[config.mk]
export PLATFORM = sky130hd
export DESIGN_NAME = msrs_top
export DESIGN_NICKNAME = d
export VERILOG_FILES = /design/src/design/msrs_pkg.sv /design/src/design/msrs_top.sv
export SDC_FILE = /design/constraint.sdc
export NUM_CORES = 2
export LEC_CHECK = 0
export BUFFER_PORTS_ARGS = -buffer_cell sky130_fd_sc_hd__buf_2
export CORE_MARGIN = 2
export CORE_UTILIZATION = 35
export DETAILED_ROUTE_END_ITERATION = 8
export GPL_ROUTABILITY_DRIVEN = 1
export GPL_TIMING_DRIVEN = 0
export PLACE_DENSITY_LB_ADDON = 0.15
export SLEW_MARGIN = 10
export SYNTH_ARGS = -nofsm -noshare
export SYNTH_HDL_FRONTEND = slang
export SYNTH_SLANG_ARGS = --single-unit
[constraint.sdc]
create_clock -name clk_i -period 12.62 [get_ports clk_i]
set_input_delay 1.893 -clock clk_i [delete_from_list [all_inputs] [get_ports clk_i]]
set_output_delay 1.893 -clock clk_i [all_outputs]
set_load 0.05 [all_outputs]
[src/design/msrs_pkg.sv]
// package: register map, field layout, carriers and state of the magnetic sample readout block
package msrs_pkg;

   // ==========================================================
   // register offsets
   localparam logic [7:0] ADDR_STATUS = 8'h32;
   localparam logic [7:0] ADDR_MAG_X_HI = 8'h33;
   localparam logic [7:0] ADDR_MAG_X_LO = 8'h34;
   localparam logic [7:0] ADDR_MAG_Y_HI = 8'h35;
   localparam logic [7:0] ADDR_MAG_Y_LO = 8'h36;
   localparam logic [7:0] ADDR_MAG_Z_HI = 8'h37;
   localparam logic [7:0] ADDR_MAG_Z_LO = 8'h38;
   localparam logic [7:0] ADDR_ACC_X_HI = 8'h39;
   localparam logic [7:0] ADDR_ACC_X_LO = 8'h3a;
   localparam logic [7:0] ADDR_ACC_Y_HI = 8'h3b;
   localparam logic [7:0] ADDR_ACC_Y_LO = 8'h3c;
   localparam logic [7:0] ADDR_ACC_Z_HI = 8'h3d;
   localparam logic [7:0] ADDR_ACC_Z_LO = 8'h3e;
   localparam logic [2:0][7:0] MAG_HI_ADDR = {ADDR_MAG_Z_HI, ADDR_MAG_Y_HI, ADDR_MAG_X_HI};
   localparam logic [7:0] UNMAPPED_DATA = 8'h00;

   // ==========================================================
   // widths and field positions
   localparam int AXES = 3;
   localparam int MAG_W = 16;
   localparam int ACC_W = 14;
   localparam int ACC_SUM_W = 21;
   localparam int FIFO_DEPTH = 8;
   localparam int ST_ALL_OW = 7;
   localparam int ST_OW_LSB = 4;
   localparam int ST_ALL_DR = 3;
   localparam int ST_DR_LSB = 0;
   localparam logic [2:0] ALL_AXES = 3'h7;
   localparam logic [1:0] ACC_HI_PAD = 2'h0;

   // ==========================================================
   // reset values
   localparam logic [7:0] STATUS_RST = 8'h00;

   // ==========================================================
   // carriers
   typedef struct packed {
      logic [AXES-1:0] axis_done;
      logic [AXES-1:0][MAG_W-1:0] mag;
   } msrs_mag_sample_t;

   typedef struct packed {
      logic [AXES-1:0][ACC_W-1:0] acc;
   } msrs_accel_sample_t;

   typedef struct packed {
      logic en;
      logic [7:0] addr;
   } msrs_rd_req_t;

   typedef struct packed {
      logic valid;
      logic [7:0] data;
   } msrs_rd_rsp_t;

   localparam int MAG_SAMPLE_W = $bits(msrs_mag_sample_t);

   // ==========================================================
   // block state
   typedef struct packed {
      logic [7:0] status;
      logic [AXES-1:0][MAG_W-1:0] mag;
      logic [AXES-1:0][ACC_W-1:0] aligned;
      logic [AXES-1:0][ACC_W-1:0] acc_hold;
      logic [AXES-1:0][ACC_SUM_W-1:0] acc_sum;
      logic [7:0] win_cnt;
      logic [AXES-1:0] pend;
      logic [AXES-1:0] rd_seen;
      logic shadow_vld;
      logic [7:0] shadow_addr;
      logic [7:0] shadow_data;
      msrs_rd_rsp_t rsp;
   } msrs_state_t;

endpackage

[src/design/msrs_top.sv]
// magnetic sample readout: sample fifo, status flags, output registers and aligned acceleration
`timescale 1ns/10ps

// ==========================================================
// sample fifo
module msrs_fifo #(
   parameter int WIDTH = 8,
   parameter int DEPTH = 8
) (
   input wire logic clk_i,
   input wire logic rst_b_i,
   input wire logic in_valid_i,
   input wire logic [WIDTH-1:0] in_data_i,
   output logic in_ready_o,
   output logic out_valid_o,
   output logic [WIDTH-1:0] out_data_o,
   input wire logic out_ready_i
);
   localparam int AW = $clog2(DEPTH);
   localparam int CW = AW + 1;

   typedef struct packed {
      logic [DEPTH-1:0][WIDTH-1:0] mem;
      logic [AW-1:0] wr;
      logic [AW-1:0] rd;
      logic [CW-1:0] cnt;
      logic in_rdy;
   } msrs_fifo_state_t;

   msrs_fifo_state_t st_ff;
   msrs_fifo_state_t nxt_st;
   logic push;
   logic pop;

   always_comb begin
      nxt_st = st_ff;
      push = in_valid_i & st_ff.in_rdy;
      pop = out_ready_i & (st_ff.cnt != '0);
      if (push) begin
         nxt_st.mem[st_ff.wr] = in_data_i;
         nxt_st.wr = st_ff.wr + AW'(1);
      end
      if (pop) begin
         nxt_st.rd = st_ff.rd + AW'(1);
      end
      nxt_st.cnt = st_ff.cnt + CW'(push) - CW'(pop);
      nxt_st.in_rdy = (nxt_st.cnt != CW'(DEPTH));
   end

   always_ff @(posedge clk_i) begin
      if (!rst_b_i) begin
         st_ff <= '0;
      end else begin
         st_ff <= nxt_st;
      end
   end

   assign in_ready_o = st_ff.in_rdy;
   assign out_valid_o = (st_ff.cnt != '0);
   assign out_data_o = st_ff.mem[st_ff.rd];
endmodule

// ==========================================================
// readout top
module msrs_top (
   input wire logic clk_i,
   input wire logic rst_b_i,
   input wire logic sample_valid_i,
   input wire msrs_pkg::msrs_mag_sample_t sample_i,
   output logic sample_ready_o,
   input wire logic accel_valid_i,
   input wire msrs_pkg::msrs_accel_sample_t accel_i,
   input wire logic meas_cycle_end_i,
   input wire logic [2:0] output_rate_select_i,
   input wire logic [2:0] mag_oversample_ratio_i,
   input wire msrs_pkg::msrs_rd_req_t rd_req_i,
   output msrs_pkg::msrs_rd_rsp_t rd_rsp_o
);
   msrs_pkg::msrs_state_t st_ff;
   msrs_pkg::msrs_state_t nxt_st;
   msrs_pkg::msrs_mag_sample_t fifo_out;
   logic fifo_valid;
   logic commit;
   logic overwrite;
   logic [2:0] clr;
   logic [2:0] shift;
   logic [7:0] win_nxt;
   logic [msrs_pkg::AXES-1:0][msrs_pkg::ACC_SUM_W-1:0] sum_new;

   // ==========================================================
   // helpers
   function automatic logic [2:0] dec_shift(input logic [2:0] rate, input logic [2:0] osr);
      dec_shift = (osr > rate) ? (osr - rate) : 3'h0;
   endfunction

   function automatic logic is_high(input logic [7:0] a);
      is_high = (a >= msrs_pkg::ADDR_MAG_X_HI) && (a <= msrs_pkg::ADDR_ACC_Z_HI) && a[0];
   endfunction

   function automatic logic [7:0] reg_byte(input msrs_pkg::msrs_state_t s, input logic [7:0] a);
      case (a)
         msrs_pkg::ADDR_STATUS: reg_byte = s.status;
         msrs_pkg::ADDR_MAG_X_HI: reg_byte = s.mag[0][15:8];
         msrs_pkg::ADDR_MAG_X_LO: reg_byte = s.mag[0][7:0];
         msrs_pkg::ADDR_MAG_Y_HI: reg_byte = s.mag[1][15:8];
         msrs_pkg::ADDR_MAG_Y_LO: reg_byte = s.mag[1][7:0];
         msrs_pkg::ADDR_MAG_Z_HI: reg_byte = s.mag[2][15:8];
         msrs_pkg::ADDR_MAG_Z_LO: reg_byte = s.mag[2][7:0];
         msrs_pkg::ADDR_ACC_X_HI: reg_byte = {msrs_pkg::ACC_HI_PAD, s.aligned[0][13:8]};
         msrs_pkg::ADDR_ACC_X_LO: reg_byte = s.aligned[0][7:0];
         msrs_pkg::ADDR_ACC_Y_HI: reg_byte = {msrs_pkg::ACC_HI_PAD, s.aligned[1][13:8]};
         msrs_pkg::ADDR_ACC_Y_LO: reg_byte = s.aligned[1][7:0];
         msrs_pkg::ADDR_ACC_Z_HI: reg_byte = {msrs_pkg::ACC_HI_PAD, s.aligned[2][13:8]};
         msrs_pkg::ADDR_ACC_Z_LO: reg_byte = s.aligned[2][7:0];
         default: reg_byte = msrs_pkg::UNMAPPED_DATA;
      endcase
   endfunction

   // ==========================================================
   // sample fifo, drained once per measurement cycle
   msrs_fifo #(
      .WIDTH(msrs_pkg::MAG_SAMPLE_W),
      .DEPTH(msrs_pkg::FIFO_DEPTH)
   ) u_fifo (
      .clk_i(clk_i),
      .rst_b_i(rst_b_i),
      .in_valid_i(sample_valid_i),
      .in_data_i(sample_i),
      .in_ready_o(sample_ready_o),
      .out_valid_o(fifo_valid),
      .out_data_o(fifo_out),
      .out_ready_i(meas_cycle_end_i)
   );

   // ==========================================================
   // next state
   always_comb begin
      nxt_st = st_ff;
      commit = meas_cycle_end_i & fifo_valid;
      overwrite = 1'b0;
      clr = 3'h0;
      shift = dec_shift(output_rate_select_i, mag_oversample_ratio_i);
      win_nxt = st_ff.win_cnt + 8'h01;
      sum_new = '0;

      // register reads, one-cycle answer
      nxt_st.rsp.valid = rd_req_i.en;
      if (rd_req_i.en) begin
         if (st_ff.shadow_vld && (rd_req_i.addr == st_ff.shadow_addr)) begin
            nxt_st.rsp.data = st_ff.shadow_data;
         end else begin
            nxt_st.rsp.data = reg_byte(st_ff, rd_req_i.addr);
         end
         nxt_st.shadow_vld = 1'b0;
         if (is_high(rd_req_i.addr)) begin
            // low byte frozen so the pair stays one sample
            nxt_st.shadow_vld = 1'b1;
            nxt_st.shadow_addr = rd_req_i.addr + 8'h01;
            nxt_st.shadow_data = reg_byte(st_ff, rd_req_i.addr + 8'h01);
         end
         for (int i = 0; i < msrs_pkg::AXES; i++) begin
            clr[i] = (rd_req_i.addr == msrs_pkg::MAG_HI_ADDR[i]);
         end
      end

      // clears first, so a set in the same cycle wins
      for (int i = 0; i < msrs_pkg::AXES; i++) begin
         if (clr[i]) begin
            nxt_st.status[msrs_pkg::ST_DR_LSB+i] = 1'b0;
            nxt_st.status[msrs_pkg::ST_OW_LSB+i] = 1'b0;
         end
      end
      nxt_st.rd_seen = st_ff.rd_seen | clr;
      if (nxt_st.rd_seen == msrs_pkg::ALL_AXES) begin
         nxt_st.status[msrs_pkg::ST_ALL_DR] = 1'b0;
         nxt_st.status[msrs_pkg::ST_ALL_OW] = 1'b0;
         nxt_st.rd_seen = 3'h0;
      end

      // commit of one measurement cycle
      if (commit) begin
         for (int i = 0; i < msrs_pkg::AXES; i++) begin
            if (fifo_out.axis_done[i]) begin
               if (nxt_st.status[msrs_pkg::ST_DR_LSB+i]) begin
                  nxt_st.status[msrs_pkg::ST_OW_LSB+i] = 1'b1;
                  overwrite = 1'b1;
               end
               nxt_st.status[msrs_pkg::ST_DR_LSB+i] = 1'b1;
               nxt_st.mag[i] = fifo_out.mag[i];
            end
         end
         if (overwrite) begin
            nxt_st.status[msrs_pkg::ST_ALL_OW] = 1'b1;
         end
         nxt_st.pend = st_ff.pend | fifo_out.axis_done;
         if (nxt_st.pend == msrs_pkg::ALL_AXES) begin
            nxt_st.status[msrs_pkg::ST_ALL_DR] = 1'b1;
            nxt_st.pend = 3'h0;
         end
         nxt_st.aligned = st_ff.acc_hold;
      end

      // acceleration decimation
      if (accel_valid_i) begin
         for (int i = 0; i < msrs_pkg::AXES; i++) begin
            sum_new[i] = st_ff.acc_sum[i]
               + {{(msrs_pkg::ACC_SUM_W - msrs_pkg::ACC_W){accel_i.acc[i][13]}}, accel_i.acc[i]};
         end
         if (win_nxt >= (8'h01 << shift)) begin
            for (int i = 0; i < msrs_pkg::AXES; i++) begin
               nxt_st.acc_hold[i] = msrs_pkg::ACC_W'($signed(sum_new[i]) >>> shift);
            end
            nxt_st.acc_sum = '0;
            nxt_st.win_cnt = 8'h00;
         end else begin
            nxt_st.acc_sum = sum_new;
            nxt_st.win_cnt = win_nxt;
         end
      end
   end

   always_ff @(posedge clk_i) begin
      if (!rst_b_i) begin
         st_ff <= '0;
         st_ff.status <= msrs_pkg::STATUS_RST;
      end else begin
         st_ff <= nxt_st;
      end
   end

   assign rd_rsp_o = st_ff.rsp;
endmodule

Word level (Yosys, flattened, before mapping):

Cells that the tools add are included.

* register bits: 662
* output and inout bits: 10
* logic and storage cells: 143

* muxes and demuxes: 43
* equal/unequal tests: 30
* add/sub/neg operators: 10
* shift-type cells: 4
* $lt $le $gt $ge: 7
* bitwise operators: 5
* reduce and logical (&&, ||, !) cells: 11

Operators with widths (number)
* 408-bit bitwise mux: 1
* 8-bit by 6-bit equality test with 1-bit output (second input constant): 26
* 8-bit case mux with 13 select lines: 2
* 51-bit binary-select mux with 3-bit select: 1
* 51-bit demux with 3-bit select: 1
* 51-bit two-way mux: 2
* 98-bit two-way mux: 1
* 71-bit two-way mux: 1
* 21-bit adder: 3
* 21-bit by 3-bit >>> shifter with 14-bit output: 3
* 16-bit two-way mux: 3
* 1-bit two-way mux: 26
* 17-bit two-way mux: 1
* 8-bit by 1-bit adder with 8-bit output (second input constant): 2
* 2-bit AND reduction: 5
* 3-bit two-way mux: 3
* 8-bit equality test: 1
* 8-bit by 6-bit greater-or-equal comparator with 1-bit output (second input constant): 1
* 8-bit greater-or-equal comparator: 1
* 8-bit by 6-bit <= comparator with 1-bit output (second input constant): 1
* 3-bit by 4-bit < comparator with 1-bit output (second input constant): 2
* 8-bit two-way mux: 1
* 1-bit by 3-bit << shifter with 8-bit output (first input constant): 1
* 3-bit by 1-bit adder with 3-bit output (second input constant): 2
* other kinds (13): 19

Longest topological paths before layout:

* depth in word-level cells: 12
* gate-level depth with buffers: 20

Cells and area by module:

Synthesis repeated with hierarchy kept, for this count alone.

* cell total of the unflattened synthesis: 4235
* area total of the unflattened synthesis: 35004.8 µm²

Modules (own cells, without submodules)
* msrs_fifo: times used 1, area an instance 19198.4 µm², cells an instance 2166
* msrs_top: times used 1, area an instance 15806.4 µm², cells an instance 2069

Least setup slack after synthesis:

No wires, ideal clock.

* path type: input -> register
* start point: in mag_oversample_ratio_i[0]
* end point: reg st_ff[141] (netlist bit)
* buffers on the path: 4
* setup time: 114 ps
* cell stages on the path: 20
* arrival time: 5593 ps
* slack: 6913 ps
* data required time: 12506 ps
* path through: inv_1 -> ha_1 -> inv_1 -> fa_1 -> clkbuf_1 -> o211a_1 -> clkbuf_1 -> nor2_1 -> clkbuf_1 -> nand2_1 -> ha_1 -> a21o_1 -> a2111oi_0 -> o21ai_0 -> and3_1 -> clkbuf_1 -> nand2_1 -> nor2_1 -> a22o_1 -> a21o_1

* word-level cells in the longest chain between the ends: 5

RTL lines
* start: declaration: RTL line msrs_top.sv:75 `input wire logic [2:0] mag_oversample_ratio_i,`
* 3-bit subtractor / 3-bit greater-than comparator (equally long branches): RTL line msrs_top.sv:93 `dec_shift = (osr > rate) ? (osr - rate) : 3'h0;`
* 3-bit two-way mux *: RTL line msrs_top.sv:93
* 1-bit by 3-bit << shifter with 8-bit output: RTL line msrs_top.sv:209 `if (win_nxt >= (8'h01 << shift)) begin`
* 8-bit greater-or-equal comparator: RTL line msrs_top.sv:209
* 2-bit AND reduction (no line)
* end signal: assignment: RTL line msrs_top.sv:227 `st_ff <= nxt_st;`
* end: declaration: RTL line msrs_top.sv:79 `msrs_pkg::msrs_state_t st_ff;`

Mark *: on every way between the ends. The rest lies on a longest branch, timed or not.
A chain may end at the register's enable or synchronous reset.

Worst setup path after layout:

* start point: in mag_oversample_ratio_i[0]
* end point: reg st_ff[143] (netlist bit)

The elaborated chain is that of the path after synthesis.

==> metrics.cfg <==
[synthesis]
ys_warn_count=0
ys_types=88
synth_seq_cells=662
syn_area_um2=33300
synth_edf_count=0
ys_async_sr_fraction_pct=0
syn-num-nets=4286
synth.avg_cell_area_um2=8.15
synth_ff_type=dfxtp_1
synthCells=4083
ys_seq_area_share_pct=39.8

[critical_path]
crit_path_start_kind=primary input
worstPathMaxFanout=10
crit_required_ps=13180
rrSetupSlack_ps=8720
arrival_ps=7670
reg2reg_depth=11
startpoint=mag_oversample_ratio_i[0]
critical_path.max_stage_delay_ps=830
end_kind=flip-flop
cp-endpoint=st_ff[143]
crit_type=primary input to flip-flop
r2r-end=st_ff[143]
crit_top_cell=clkbuf_1
crit_slowest_cell=a31oi_1
timing.rr.start=st_ff[32]
crit_chain=buf_2 -> inv_1 -> ha_1 -> inv_1 -> fa_1 -> clkbuf_1 -> o211a_1 -> clkbuf_1 -> nor2_1 -> clkbuf_1 -> nand2_1 -> ha_1 -> a21o_1 -> a2111oi_0 -> o21ai_0 -> a31oi_1 -> clkbuf_1 -> a21oi_1 -> a211oi_1

[run_status]
status=complete, no violations

[cts]
tritoncts=done
cts_root_buffer=clkbuf_16
clock_latency_ps=650
cts_made_buffers=80
postCtsSetupBuffers=0
htree_levels=3
clk_pin_slew_ps=60
cts_hold_buffers=0
cts_sinks=662
cts_max_path_buffers=3
cts_resized=0

[timing]
layout_min_cycle_time_ps=7110
tightest_slew_ps=1330
rsz0062_at_grt=false
whs_ps=452
setup_viol=0
fin_skew_ps=34.5
setup_tns_ps=0
fmax_mhz=141
drv_slew=0
fin_crit_sh_pct=56.3
hold_viol=0
max-slew-margin-rel_pct=11.4

[placement]
place_congestion=0.956
hpwl_um=93800
port_buffers=68

[pwr]
clkPwrFrac_pct=37.4
p_per_area_nw_per_um2=170
p_int_uw=4250
switchingPower_uw=2210
p_comb_share_pct=26.1
vdd_drop_max_mv=0.0926
p_leak_uw=0.0132
p_sw_share_pct=34.3
seqPwrFrac_pct=36.6

[cells_and_area]
final_common_cell=nand2_1
area_growth_syn_to_layout_pct=14.3
layout-drive-gt1-share_pct=10.1
final_cell_mix=nand2_1 (1,089), dfxtp_1 (662), a21oi_1 (609)
fin_nets=4442
diodes=0

[grt]
overflow=0
grt_usage_pct=25.2
grt_max_degree=13
grt_pass1_vias=29355
antenna_found_initial=6
grt_pass1_wl_um=188000

[flow_run]
max_cap_violations=0

[route]
routed_wl_um=126000
routed_via_density=5.52
drc=0
drt.antenna.violating_nets=0
vias=30726
first_pass_iters=9
drt_iter0_drc=2705
routedWlPerCell_um=22.7

[die]
die_area_um2=97500
row_count=113
fp.coreArea_um2=94600
start_util_pct=35.2
boundaryPins=123
chipWidth_um=312
chipHeight_um=312

[min_path]
worst_hold_path_type=flip-flop to flip-flop

-- metal layers --
layer | vias to the layer above | GRT usage [%] | part of all wire, %
li1 | 14629 | - | -
met1 | 14916 | 33.9 | 45
met2 | 947 | 41.2 | 46
met3 | 226 | 4.63 | 6.3
met4 | 8 | 7.43 | 2.9
met5 | - | 0 | 0.045
-- metrics by stage --
stage | setup WS [ps] | util [%] | std cells | power [uW] | cell area [um2]
after floorplan | 6910 | - | 4083 | 3480 | 33300
after global placement | 5040 | 37.2 | 5416 | 4050 | 35200
after detailed placement | 5090 | 37.3 | 5421 | 4060 | 35300
after CTS | 5770 | 40.2 | 5566 | 6480 | 38000
after global routing | 5270 | 40.2 | 5567 | 6730 | 38000
final | 5510 | 40.2 | 5567 | 6460 | 38000
-- Yosys cell counts (7+ instances only) --
library cell | n | area (um2)
clkbuf_1 | 275 | 1030
and3_1 | 29 | 181
nor2_1 | 216 | 811
clkbuf_2 | 50 | 250
mux4_2 | 108 | 2430
nand3_1 | 74 | 370
mux2_2 | 13 | 146
xnor2_1 | 45 | 394
and2_1 | 20 | 125
ha_1 | 85 | 1060
o211a_1 | 7 | 70.1
xor2_1 | 37 | 324
nor3_1 | 29 | 145
a211oi_1 | 70 | 526
mux2i_1 | 81 | 811
nand2b_1 | 29 | 181
o221ai_1 | 13 | 114
a222oi_1 | 9 | 90.1
o2bb2ai_1 | 9 | 78.8
a32oi_1 | 11 | 96.3
buf_1 | 16 | 60.1
buf_4 | 10 | 75.1
a21oi_1 | 609 | 3050
nand4_1 | 15 | 93.8
o21bai_1 | 9 | 67.6
o21ai_0 | 96 | 480
o211ai_1 | 18 | 135
nor2b_1 | 14 | 87.6
a21o_1 | 46 | 345
a31oi_1 | 32 | 200
nand2_1 | 1089 | 4090
o21a_1 | 7 | 52.6
inv_1 | 30 | 113
a22oi_1 | 41 | 308
o22ai_1 | 16 | 100
buf_2 | 17 | 85.1
a221oi_1 | 33 | 289
dfxtp_1 | 662 | 13300
a22o_1 | 8 | 70.1
-- worst max-delay path: cells and delay by family --
kind / cells / cell delay (ps)
and+or+nand+nor: 2 / 800
AOI/OAI and AO/OA: 7 / 2200
buffers and inverters: 7 / 1820
adders and majority gates: 3 / 940
-- logic make-up after synthesis --
family | after synthesis | share of synthesized area (%)
DFF | 662 | 39.8
adders and majority gates | 90 | 3.50
muxes | 202 | 10.2
AOI/OAI and AO/OA | 1102 | 20.3
xor gates and xnor gates | 83 | 2.21
buffers and inverters | 399 | 4.87
and+or+nand+nor | 1545 | 19.1
-- registers in the layout (all words and copies together) (netlist names) --
signal,flops
st_ff,234
u_fifo.in_ready_o,1
u_fifo.st_ff,418
rd_rsp_o,9
-- area by class of cell --
class / count / area, um2
buffer: 368 / 1500
clock buffer: 113 / 2340
clock inverter: 32 / 414
fill: 9842 / 56600
inverter: 31 / 116
multi-input combinational: 3022 / 18400
sequential: 662 / 13300
tap: 1265 / 1580
timing repair buffer: 74 / 387
-- power by group through the flow --
stage          sequential, uW  clock, uW  combinational (uW)
3_3_place_gp             2400          0                1650
2_1_floorplan            2350          0                1130
6_report                 2360       2410                1680
3_5_place_dp             2400          0                1660
5_1_grt                  2370       2530                1830
4_1_cts                  2360       2450                1670
-- worst min-delay path by stage --
stage | from | to | slack (ps) | cells after the start
5_1_grt | u_fifo.st_ff[205] | u_fifo.st_ff[205] | 460 | 2
3_3_place_gp | u_fifo.st_ff[168] | u_fifo.st_ff[168] | 440 | 2
4_1_cts | u_fifo.st_ff[209] | u_fifo.st_ff[209] | 450 | 2
3_5_place_dp | u_fifo.st_ff[178] | u_fifo.st_ff[178] | 440 | 2
2_1_floorplan | st_ff[103] | st_ff[103] | 420 | 2
6_report | u_fifo.st_ff[358] | u_fifo.st_ff[358] | 450 | 2
No activity file was read; power rests on OpenSTA's default activity.
